--- config.mk ---
export PLATFORM = sky130hd
export DESIGN_NAME = adcs_ctrl
export DESIGN_NICKNAME = d
export VERILOG_FILES = /design/src/hdl/adcs_pkg.sv /design/src/hdl/adcs_ctrl.sv
export VERILOG_INCLUDE_DIRS = /design/src /design/src/hdl
export SDC_FILE = /design/constraint.sdc
export NUM_CORES = 1
export LEC_CHECK = 0
export BUFFER_PORTS_ARGS = -buffer_cell sky130_fd_sc_hd__buf_2
export CORE_ASPECT_RATIO = 1.1
export CORE_MARGIN = 4
export CORE_UTILIZATION = 55
export CTS_BUF_LIST = sky130_fd_sc_hd__clkbuf_4 sky130_fd_sc_hd__clkbuf_8
export CTS_CLUSTER_SIZE = 40
export DETAILED_ROUTE_END_ITERATION = 6
export PLACE_DENSITY = 0.83
export SETUP_SLACK_MARGIN = 0.4
export SYNTH_ARGS = -nofsm -noshare
export SYNTH_HDL_FRONTEND = slang
export SYNTH_SLANG_ARGS = --single-unit
--- constraint.sdc ---
create_clock -name clk_in -period 2.45 [get_ports clk_in]
set_clock_uncertainty 0.1 [all_clocks]
set_input_delay 0.245 -clock clk_in [delete_from_list [all_inputs] [get_ports clk_in]]
set_output_delay 0.245 -clock clk_in [all_outputs]
set_load 0.05 [all_outputs]
--- src/hdl/adcs_defines.svh ---
/*
 Register offsets, field positions, reset values and timing counts of the
 converter sequencer. Assumes inclusion by bare name from the design files.
*/
`ifndef ADCS_DEFINES_SVH
`define ADCS_DEFINES_SVH

// ----------------------------------------------------------------------
// Register byte offsets
// ----------------------------------------------------------------------
`define ADCS_OFS_MODE0 8'h00
`define ADCS_OFS_MODE1 8'h04
`define ADCS_OFS_MODE2 8'h08
`define ADCS_OFS_RES_BASE 8'h10
`define ADCS_OFS_RES_END 8'h38

// ----------------------------------------------------------------------
// Field positions
// ----------------------------------------------------------------------
`define ADCS_M0_START 0
`define ADCS_M0_SCAN 1
`define ADCS_M0_REPEAT 2
`define ADCS_M0_ITM 3
`define ADCS_M0_BUSY 6
`define ADCS_M0_EOC 7
`define ADCS_M1_CH_LSB 0
`define ADCS_M1_I2RUN 5
`define ADCS_M2_TRIG_EN 0

// ----------------------------------------------------------------------
// Reset values and limits
// ----------------------------------------------------------------------
`define ADCS_RST_CH 3'h0
`define ADCS_MAX_CH 3'h4
`define ADCS_ROT_LAST 2'h3

// ----------------------------------------------------------------------
// Timing
// ----------------------------------------------------------------------
`define ADCS_CLK_NS 50
`define ADCS_CONV_STATES 132
`define ADCS_CONV_LAST 8'(`ADCS_CONV_STATES - 1)

`endif

--- src/hdl/adcs_pkg.sv ---
/*
 Types shared by the converter sequencer. Assumes nothing of its surroundings.
*/
package adcs_pkg;
    typedef enum logic [1:0] {
        ADCS_IDLE,
        ADCS_CONV,
        ADCS_HOLD
    } adcs_state_e;
    typedef logic [9:0] adcs_result_t;
endpackage

--- src/hdl/adcs_ctrl.sv ---
/*
 Sequencer for a five-input 10-bit successive-approximation converter with
 an APB register port. Assumes an analog core that holds a valid result on
 core_result_in in the last cycle of each 132-cycle conversion, and halt
 inputs that are synchronous to clk_in.
*/
// Chosen here: the APB register port and the placing of the registers.
`timescale 1ns/10ps
`default_nettype none
`include "adcs_defines.svh"

module adcs_ctrl (
    // Clock and reset
    input wire logic clk_in,
    input wire logic rst_in,
    // APB slave
    input wire logic psel_in,
    input wire logic penable_in,
    input wire logic pwrite_in,
    input wire logic [7:0] paddr_in,
    input wire logic [31:0] pwdata_in,
    output logic [31:0] prdata_out,
    output logic pready_out,
    output logic pslverr_out,
    // Trigger pin and halt states
    input wire logic ext_trigger_pin_in,
    input wire logic halt_stop_in,
    input wire logic halt_idle_one_in,
    input wire logic halt_idle_two_in,
    // Analog core
    input wire adcs_pkg::adcs_result_t core_result_in,
    output logic core_start_out,
    output logic core_active_out,
    output logic [2:0] core_channel_out,
    // Completion interrupt
    output logic conv_end_irq_out
);
    import adcs_pkg::*;

    // ------------------------------------------------------------------
    // State
    // ------------------------------------------------------------------
    adcs_state_e state;
    adcs_state_e next_state;
    logic [7:0] cnt;
    logic [1:0] rot;
    logic trig_prev;
    logic scan_bit;
    logic repeat_bit;
    logic irq_timing_bit;
    logic conv_end_flag;
    logic [2:0] channel_select_field;
    logic idle_two_run_bit;
    logic ext_trigger_enable;
    adcs_result_t res_val [0:4];
    logic [4:0] result_stored_flag;

    // ------------------------------------------------------------------
    // Bus decode
    // ------------------------------------------------------------------
    wire acc = psel_in & penable_in & pready_out;
    wire wr = acc & pwrite_in;
    wire rd = acc & ~pwrite_in;
    wire sel_m0 = paddr_in == `ADCS_OFS_MODE0;
    wire sel_m1 = paddr_in == `ADCS_OFS_MODE1;
    wire sel_m2 = paddr_in == `ADCS_OFS_MODE2;
    wire [7:0] roff = paddr_in - `ADCS_OFS_RES_BASE;
    wire res_hit = (paddr_in >= `ADCS_OFS_RES_BASE) && (paddr_in < `ADCS_OFS_RES_END)
        && (paddr_in[1:0] == 2'h0);
    wire [2:0] rd_idx = roff[5:3];
    wire rd_hi = roff[2];
    wire hit = sel_m0 | sel_m1 | sel_m2 | res_hit;
    wire rd_res = rd & res_hit;

    // ------------------------------------------------------------------
    // Sequencing terms
    // ------------------------------------------------------------------
    wire conv_busy_flag = state != ADCS_IDLE;
    wire halt = halt_stop_in | halt_idle_one_in | (halt_idle_two_in & ~idle_two_run_bit);
    wire trig_fall = trig_prev & ~ext_trigger_pin_in;
    wire sw_start_bit = wr & sel_m0 & pwdata_in[`ADCS_M0_START];
    wire start_req = ~conv_busy_flag & ~halt
        & (sw_start_bit | (ext_trigger_enable & trig_fall));
    wire [2:0] last_ch = (channel_select_field > `ADCS_MAX_CH) ? `ADCS_MAX_CH
        : channel_select_field;
    wire done = (state == ADCS_CONV) && (cnt == `ADCS_CONV_LAST) && !halt;
    wire scan_end = scan_bit & (core_channel_out == last_ch);
    wire fix_rep = repeat_bit & ~scan_bit;
    wire rot_mode = fix_rep & irq_timing_bit;
    wire [2:0] store_idx = rot_mode ? {1'b0, rot} : core_channel_out;
    wire group_end = done & (~scan_bit | scan_end);
    wire irq_ev = group_end & ~(rot_mode & (rot != `ADCS_ROT_LAST));
    wire go_on = scan_bit ? (~scan_end | repeat_bit) : repeat_bit;
    wire [2:0] next_ch = scan_bit ? (scan_end ? 3'h0 : core_channel_out + 3'h1) : last_ch;
    // A start written together with new mode bits must use those bits, or a scan
    // would begin on the channel of the previous mode.
    wire scan_now = (wr && sel_m0) ? pwdata_in[`ADCS_M0_SCAN] : scan_bit;
    wire entering = (state != ADCS_CONV) && (next_state == ADCS_CONV);

    always_comb begin
        next_state = state;
        case (state)
            ADCS_IDLE: begin
                if (start_req) begin
                    next_state = ADCS_CONV;
                end
            end
            ADCS_CONV: begin
                if (halt) begin
                    next_state = repeat_bit ? ADCS_HOLD : ADCS_IDLE;
                end else if (done && !go_on) begin
                    next_state = ADCS_IDLE;
                end
            end
            ADCS_HOLD: begin
                if (!repeat_bit) begin
                    next_state = ADCS_IDLE;
                end else if (!halt) begin
                    next_state = ADCS_CONV;
                end
            end
            default: begin
                next_state = ADCS_IDLE;
            end
        endcase
    end

    // ------------------------------------------------------------------
    // Sequencer registers
    // ------------------------------------------------------------------
    // Starts are only taken while idle; a start during a conversion would
    // otherwise tear a scan in half without the software seeing it.
    always_ff @(posedge clk_in) begin
        if (rst_in) begin
            state <= ADCS_IDLE;
            cnt <= 8'h00;
            rot <= 2'h0;
            trig_prev <= 1'b1;
            core_start_out <= 1'b0;
            core_active_out <= 1'b0;
            core_channel_out <= `ADCS_RST_CH;
            conv_end_irq_out <= 1'b0;
        end else begin
            state <= next_state;
            trig_prev <= ext_trigger_pin_in;
            cnt <= (state == ADCS_CONV && next_state == ADCS_CONV && !done) ? cnt + 8'h01
                : 8'h00;
            core_start_out <= (next_state == ADCS_CONV) && (entering || done);
            core_active_out <= next_state == ADCS_CONV;
            conv_end_irq_out <= irq_ev;
            if (entering) begin
                core_channel_out <= scan_now ? 3'h0 : last_ch;
                rot <= 2'h0;
            end else if (done) begin
                core_channel_out <= next_ch;
                rot <= rot_mode ? rot + 2'h1 : 2'h0;
            end
        end
    end

    // ------------------------------------------------------------------
    // Control registers
    // ------------------------------------------------------------------
    always_ff @(posedge clk_in) begin
        if (rst_in) begin
            scan_bit <= 1'b0;
            repeat_bit <= 1'b0;
            irq_timing_bit <= 1'b0;
            conv_end_flag <= 1'b0;
            channel_select_field <= `ADCS_RST_CH;
            idle_two_run_bit <= 1'b0;
            ext_trigger_enable <= 1'b0;
        end else begin
            if (wr && sel_m0) begin
                scan_bit <= pwdata_in[`ADCS_M0_SCAN];
                repeat_bit <= pwdata_in[`ADCS_M0_REPEAT];
                irq_timing_bit <= pwdata_in[`ADCS_M0_ITM];
            end
            if (wr && sel_m1) begin
                channel_select_field <= pwdata_in[`ADCS_M1_CH_LSB +: 3];
                idle_two_run_bit <= pwdata_in[`ADCS_M1_I2RUN];
            end
            if (wr && sel_m2) begin
                ext_trigger_enable <= pwdata_in[`ADCS_M2_TRIG_EN];
            end
            if (group_end || (done && fix_rep)) begin
                conv_end_flag <= 1'b1;
            end else if (rd_res) begin
                conv_end_flag <= 1'b0;
            end
        end
    end

    // ------------------------------------------------------------------
    // Result store
    // ------------------------------------------------------------------
    // Results hold no reset value; only the stored flags are cleared.
    always_ff @(posedge clk_in) begin
        if (done) begin
            res_val[store_idx] <= core_result_in;
        end
    end

    genvar gi;
    generate
        for (gi = 0; gi < 5; gi++) begin : g_flag
            always_ff @(posedge clk_in) begin
                if (rst_in) begin
                    result_stored_flag[gi] <= 1'b0;
                end else if (done && store_idx == 3'(gi)) begin
                    result_stored_flag[gi] <= 1'b1;
                end else if (rd_res && rd_idx == 3'(gi)) begin
                    result_stored_flag[gi] <= 1'b0;
                end
            end
        end
    endgenerate

    // ------------------------------------------------------------------
    // Read path
    // ------------------------------------------------------------------
    wire [7:0] m0_rd = {conv_end_flag, conv_busy_flag, 2'h0, irq_timing_bit, repeat_bit,
        scan_bit, 1'b0};
    wire [7:0] m1_rd = {2'h0, idle_two_run_bit, 2'h0, channel_select_field};
    wire [2:0] safe_idx = (rd_idx > `ADCS_MAX_CH) ? `ADCS_MAX_CH : rd_idx;
    wire adcs_result_t sel_res = res_val[safe_idx];
    wire [7:0] res_rd = rd_hi ? sel_res[9:2]
        : {sel_res[1:0], 5'h00, result_stored_flag[safe_idx]};
    wire [7:0] rd_byte = sel_m0 ? m0_rd : sel_m1 ? m1_rd
        : sel_m2 ? {7'h00, ext_trigger_enable} : res_hit ? res_rd : 8'h00;

    // One wait state: read data is captured, then presented with pready.
    always_ff @(posedge clk_in) begin
        if (rst_in) begin
            pready_out <= 1'b0;
            prdata_out <= 32'h0000_0000;
            pslverr_out <= 1'b0;
        end else begin
            pready_out <= psel_in & penable_in & ~pready_out;
            prdata_out <= (psel_in && penable_in && !pready_out) ? {24'h00_0000, rd_byte}
                : 32'h0000_0000;
            pslverr_out <= psel_in & penable_in & ~pready_out & ~hit;
        end
    end
endmodule

`default_nettype wire

==> key figures, run 1 <==
Global route
  • Grt ovf: 0
  • Largest net degree at the start of global routing: 22
  • First-pass GRT wire length: 15200 µm
  • Initial antenna violation count: 0
  • Vias in the first global route: about 3k
  • Total GRT Usage: 21.2%

Floorplanning
  • Die area: 9340 µm²
  • Core area: around 7600 µm²
  • Site row count: 33
  • Die span in x: ~90 µm
  • Die Span Y: a little over 100 µm
  • I/O pin count: 99
  • Initial Util: between 50% and 60%

Finish
  • Layout area overhead: 14.5%
  • Final instance area: 4940 µm²
  • Final Non-Filler Cells: 547
  • Commonest cells after routing, fill and taps aside: edfxtp_1, buf_2, dfxtp_1
  • Proportion of layout cells with a drive suffix above 1: about a quarter
  • Ant diodes: 0
  • Commonest non-fill, non-tap cell in the layout: edfxtp_1
  • Layout net count: between 500 and 600

Route
  • Routed wire per std cell: around 17 µm
  • Via count: ~3.2k
  • TritonRoute pass-1 iters: 5
  • Residual DRC count: 0
  • Post-route ant nets: 0
  • First DRT Iteration DRCs: around 220
  • DRT Wirelength: 9490 µm
  • Vias/cell: 5.78

Critical path
  • CP arrival: just under 2 ns
  • CP Data Required Time: between 2 and 2.5 ns
  • Crit Path Max Fanout: 5
  • Setup CP Type: flip-flop to flip-flop
  • Reg2Reg Depth: 6
  • Worst setup EP type: flip-flop
  • CP startpoint kind: flip-flop

Logic synthesis
  • #FFs+latches synth: 93
  • Post-Synthesis Cells: roughly 380
  • Synth warnings: 0
  • Post-synth top flop: edfxtp_1
  • Sequential fraction of the synthesis area: 54.7%
  • Mapped Avg Cell Area: 11.4 µm²
  • EDFF count, synth: 50
  • Post-synth design cell area: roughly 4300 µm²
  • Async set-reset flop share out of synthesis: 0%
  • Synth cell types: just under 60

Status
  • Status: completed

Placement
  • Placed cell area: 4620 µm²
  • # port buffers: between 40 and 50
  • Dpl ws: roughly 0.13 ns
  • Placer Congestion: ~0.89
  • Dpl hpwl: approximately 6500 µm
  • Post-Place Cells: 525

CTS
  • Root Driver: clkbuf_8
  • Clock Latency Late Sink: ~0.38 ns
  • CTS tree: done
  • Total CTS buffers: 9
  • CTS sink cnt: just over 90
  • Largest buffer count on any clock path: 2
  • Clock transition at the registers of the reported paths: 0.10 ns
  • Htree depth: 3

Timing
  • Final hold vios: 0
  • Achievable clock frequency: 501 MHz
  • PnR worst setup slack: about 0.45 ns
  • Post-layout min period: 2.00 ns
  • Final slew viol count: 0
  • Max-slew headroom: between 60 and 70%
  • Slew @ Worst Pin: 0.509 ns
  • RSZ-0062 raised after global routing: no
  • Tcrit/Tclk final: about four fifths
  • Final setup viols: 0
  • Setup TNS: 0 ns

Job
  • Max Cap Violations: 0

Min path
  • Hold Crit Class: primary input to flip-flop
  • Hold Crit Depth: 1

Power and ir drop
  • Power, Total: a little under 3000 µW
  • Leakage: 0.00192 µW
  • Pwr dens: between 600 and 700 nW/µm²
  • Max VDD drop: a little under 0.4 mV
==> stage by stage <==
step / hold WS, ns / utilization [%]
6_report: 0.00346 / 65.4
5_1_grt: 0.000626 / 65.4
4_1_cts: 0.00273 / 65.0
3_5_place_dp: 0.328 / 61.2
3_3_place_gp: 0.315 / 61.2
2_1_floorplan: 0.244 / -
==> state kept, by name (all words and copies together) (netlist names), 2 cells and up <==
register	count
res_val	50
cnt	8
prdata_out	8
result_stored_flag	5
channel_select_field	3
core_channel_out	3
rot	2
state	2
==> logic make-up after synthesis <==
group,synth area share (%)
AND/OR/NAND/NOR,15.8
flip-flops,54.7
AO/OA/AOI/OAI,8.77
buffers and inverters,6.89
multiplexers,9.88
adder cells (fa/ha/maj),2.32
XOR/XNOR,1.62
other,0.0868
==> synth_stat cells (all sizes together), types with 2 or more instances <==
master,count,area share (%)
a211oi,4,0.70
a21oi,17,2.0
a31oi,4,0.58
and2,2,0.29
and3,6,0.87
and3b,2,0.41
buf,34,5.5
clkbuf,6,0.52
dfxtp,43,20
edfxtp,50,35
ha,8,2.3
inv,10,0.87
mux2,3,0.78
mux2i,19,4.4
mux4,9,4.7
nand2,24,2.1
nand2b,5,0.72
nand3,11,1.4
nand3b,3,0.52
nand4,3,0.43
nand4b,2,0.41
nor2,32,2.8
nor2b,2,0.29
nor3,10,1.3
nor3b,6,1.2
nor4,4,0.72
o211ai,2,0.35
o21a,2,0.35
o21ai,15,1.7
o22ai,3,0.43
o31ai,6,1.0
or2,4,0.58
or3,6,0.87
xnor2,3,0.61
xor2,5,1.0
==> final cells by class <==
cell class / instances / area, µm²
Fill cell: 577 / 2610
Sequential cell: 93 / 2370
Multi-Input combinational cell: 258 / 1790
Timing Repair Buffer: 64 / 377
Tap cell: 105 / 131
Clock buffer: 9 / 124
Clock inverter: 7 / 90.1
Inverter: 10 / 48.8
Timing Repair inverter: 1 / 8.76
==> worst max-delay path, stage by stage (launching register included) <==
cell and delay, ns:
dfxtp_4 0.38, ha_4 0.15, and4bb_1 0.21, nand2_2 0.09, or2_4 0.28, or3_4 0.41
inv_6 0.11
==> report_power, final <==
group | switching (µW) | internal, µW | total [µW]
Clock | 582 | 494 | 1080
Sequential | 0.943 | 1640 | 1640
Combinational | 188 | 76.4 | 264
==> per-layer routing <==
layer,GRT usage (%),routed length (µm),up-vias
met5,0,0,-
met4,12.7,370,0
met3,4.03,757,31
met2,34.2,4570,165
met1,26.6,3790,1507
li1,-,-,1457
==> path summary, 6_finish.rpt <==
check,start,to,slack (ns)
setup / recovery,cnt[0],res_val[3][2],0.45
hold / removal,core_result_in[7],res_val[4][7],0.003
setup reg to reg,cnt[0],res_val[3][2],0.45
hold reg to reg,cnt[0],cnt[0],0.35
==> repair_timing <==
| action | in CTS | in global routing |
|---|---|---|
| pin swaps | 3 | 1 |
| endpoints found under the hold margin | 11 | 5 |
| hold buffers | 3 | 1 |
| gates resized for setup | 9 | 7 |
| cloned | 1 | 0 |
| endpoints found under the setup margin | 50 | 42 |
| setup buffers | 1 | 0 |
Power figures use the tool's default switching activity.
==> inputs of run 2 (changes only) <==
==> constraint.sdc (replaced) <==
create_clock -name clk_in -period 2 [get_ports clk_in]
set_clock_uncertainty 0.1 [all_clocks]
set_input_delay 0.2 -clock clk_in [delete_from_list [all_inputs] [get_ports clk_in]]
set_output_delay 0.2 -clock clk_in [all_outputs]
set_load 0.05 [all_outputs]
==> key figures, run 2 (synthesis results as in run 1) <==
Min path
  • Hold Crit Depth: 3
  • Hold Path Origin: pwdata_in[0]
  • Hold Crit Class: primary input to flip-flop
  • Hold Path End: ext_trigger_enable

Critical path
  • Worst r2r src: scan_bit
  • CP delay by family, top: simple AND/OR/NAND/NOR gates
  • Crit Path Max Fanout: 6
  • CP max-delay cell: or3_4
  • CP arrival: roughly 1.9 ns
  • CP Cell Sequence: and3b_2 -> or3_4 -> o21ai_2 -> nor3b_4 -> buf_4 -> buf_12
  • Reg2Reg Depth: 6
  • Worst setup EP type: flip-flop
  • Slowest stage delay, CP: approximately 0.35 ns
  • CP startpoint kind: flip-flop
  • Crit Reg-Reg Endpoint: res_val[1][8]
  • Setup CP Type: flip-flop to flip-flop
  • Register-to-register path setup slack: ~0.057 ns
  • CP Data Required Time: around 2.0 ns
  • Worst path buffer plus inverter count: 2

Placement
  • # port buffers: 47
  • Placed cell area: between 4000 and 5000 µm²
  • Placer Congestion: ~0.9
  • Post-Place Cells: around 540
  • Dpl hpwl: around 6900 µm

Timing
  • Achievable clock frequency: between 500 and 600 MHz
  • Final hold vios: 0
  • Hold slack: approximately 0.021 ns
  • Final setup viols: 0
  • Max-slew headroom: 64.4%
  • Final slew viol count: 0
  • Setup TNS: 0 ns
  • Slew @ Worst Pin: 0.529 ns
  • Tcrit/Tclk final: between 90 and 100%
  • Post-layout min period: between 1.5 and 2 ns
  • RSZ-0062 raised after global routing: yes

Finish
  • Max FFs per register: 50
  • Layout area overhead: 29.3%
  • Final instance area: between 5000 and 6000 µm²
  • Most flops, register: res_val
  • Layout Utilization: about three quarters
  • Final Non-Filler Cells: between 500 and 600
  • Regs by FF count: res_val (50), cnt (8), prdata_out (8)
  • Layout net count: 545
  • Commonest cells after routing, fill and taps aside: edfxtp_1, buf_2, buf_4
  • Ant diodes: 0
  • Proportion of layout cells with a drive suffix above 1: 39.8%
  • Commonest non-fill, non-tap cell in the layout: edfxtp_1

Floorplanning
  • Die span in x: around 90 µm
  • Core area: around 7600 µm²
  • Initial Util: a little under three fifths
  • I/O pin count: between 90 and 100
  • Site row count: 33
  • Die Span Y: a little over 100 µm
  • Die area: around 9300 µm²

Power and ir drop
  • Max VDD drop: 0.460 mV
  • Leakage: 0.00218 µW
  • Pwr dens: roughly 660 nW/µm²

Route
  • First DRT Iteration DRCs: between 300 and 400
  • TritonRoute pass-1 iters: 5
  • Residual DRC count: 0
  • Vias/cell: ~6
  • Routed wire per std cell: slightly below 20 µm
  • DRT Wirelength: between 10000 and 15000 µm
  • Via count: around 3.5k
  • Post-route ant nets: 0

Global route
  • Total GRT Usage: 23.6%
  • Initial antenna violation count: 0
  • Vias in the first global route: roughly 3.3k
  • Largest net degree at the start of global routing: 22
  • First-pass GRT wire length: about 17000 µm
  • Grt ovf: 0

Status
  • Status: completed

CTS
  • Total CTS buffers: 9
  • Clock Latency Late Sink: around 0.36 ns
  • Root Driver: clkbuf_8
  • Clock transition at the registers of the reported paths: 0.11 ns
  • CTS sink cnt: 93
  • Largest buffer count on any clock path: 2
  • Htree depth: 3
  • CTS tree: done

Job
  • Max Cap Violations: 0
run 2: changes by cell type in the layout (fill, tap and decap cells not counted), moves of 5 or more:
cell and delta:
a21oi_1 -5, a21oi_2 +5, buf_12 +5, buf_4 +22, dfxtp_1 -7, dfxtp_2 +8, dlygate4sd3_1 +9, nor2_1 -9
nor2_2 +6
run 2: worst min-delay path: stages:
cell	delay, ns
buf_2	0.10
mux2i_1	0.07
nor2_1	0.07
run 2: cell type report:
class                   instances  area [µm²]
inverters                      10        57.6
repair buffers                105         805
flip-flops and latches         93        2380
clock buffers                   9         124
well taps                     105         131
fillers                       454        1970
clock inverters                 7        80.1
repair inverters                1        7.51
multi-input cells             258        2000
run 2: how the worst max path moves through the flow:
| stage | startpoint | to | slack [ns] | depth (start not counted) |
|---|---|---|---|---|
| 2_1_floorplan | scan_bit | res_val[1][0] | 0.03 | 6 |
| 3_3_place_gp | cnt[0] | res_val[3][0] | 0.06 | 6 |
| 3_5_place_dp | cnt[0] | res_val[3][0] | 0.04 | 6 |
| 4_1_cts | cnt[1] | res_val[3][1] | 0.11 | 6 |
| 5_1_grt | scan_bit | res_val[1][7] | -0.02 | 6 |
| 6_report | scan_bit | res_val[1][8] | 0.06 | 6 |
run 2: through the flow:
stage	setup slack, ns	power, µW
after floorplan	0.0268	2330
after global placement	0.0609	2370
after detailed placement	0.0384	2380
after CTS	0.107	3670
after global routing	-0.0172	3820
final	0.0567	3690
run 2: report_power, final:
part	switching (µW)	internal (µW)	leakage (µW)
clock	711	598	0.000103
sequential	1.33	2010	0.000802
combinational	247	125	0.00128
total	959	2730	0.00218
run 2: repair_timing:
action | 4_1_cts | 5_1_grt
endpoints found under the hold margin | 53 | 0
gates resized for setup | 39 | 28
setup buffers | 13 | 3
gates cloned | 2 | 0
setup endpoints to repair | 73 | 78
pin swaps | 21 | 7
hold buffers | 13 | 0
run 2: metal layers:
metal / vias to the layer above / GRT usage, % / wire (µm) / share of wire [%]
met5: - / 0 / 0 / 0
li1: 1543 / - / - / -
met2: 231 / 39.0 / 5520 / 48
met3: 38 / 3.73 / 943 / 8.2
met4: 0 / 12.3 / 483 / 4.2
met1: 1639 / 29.9 / 4540 / 40
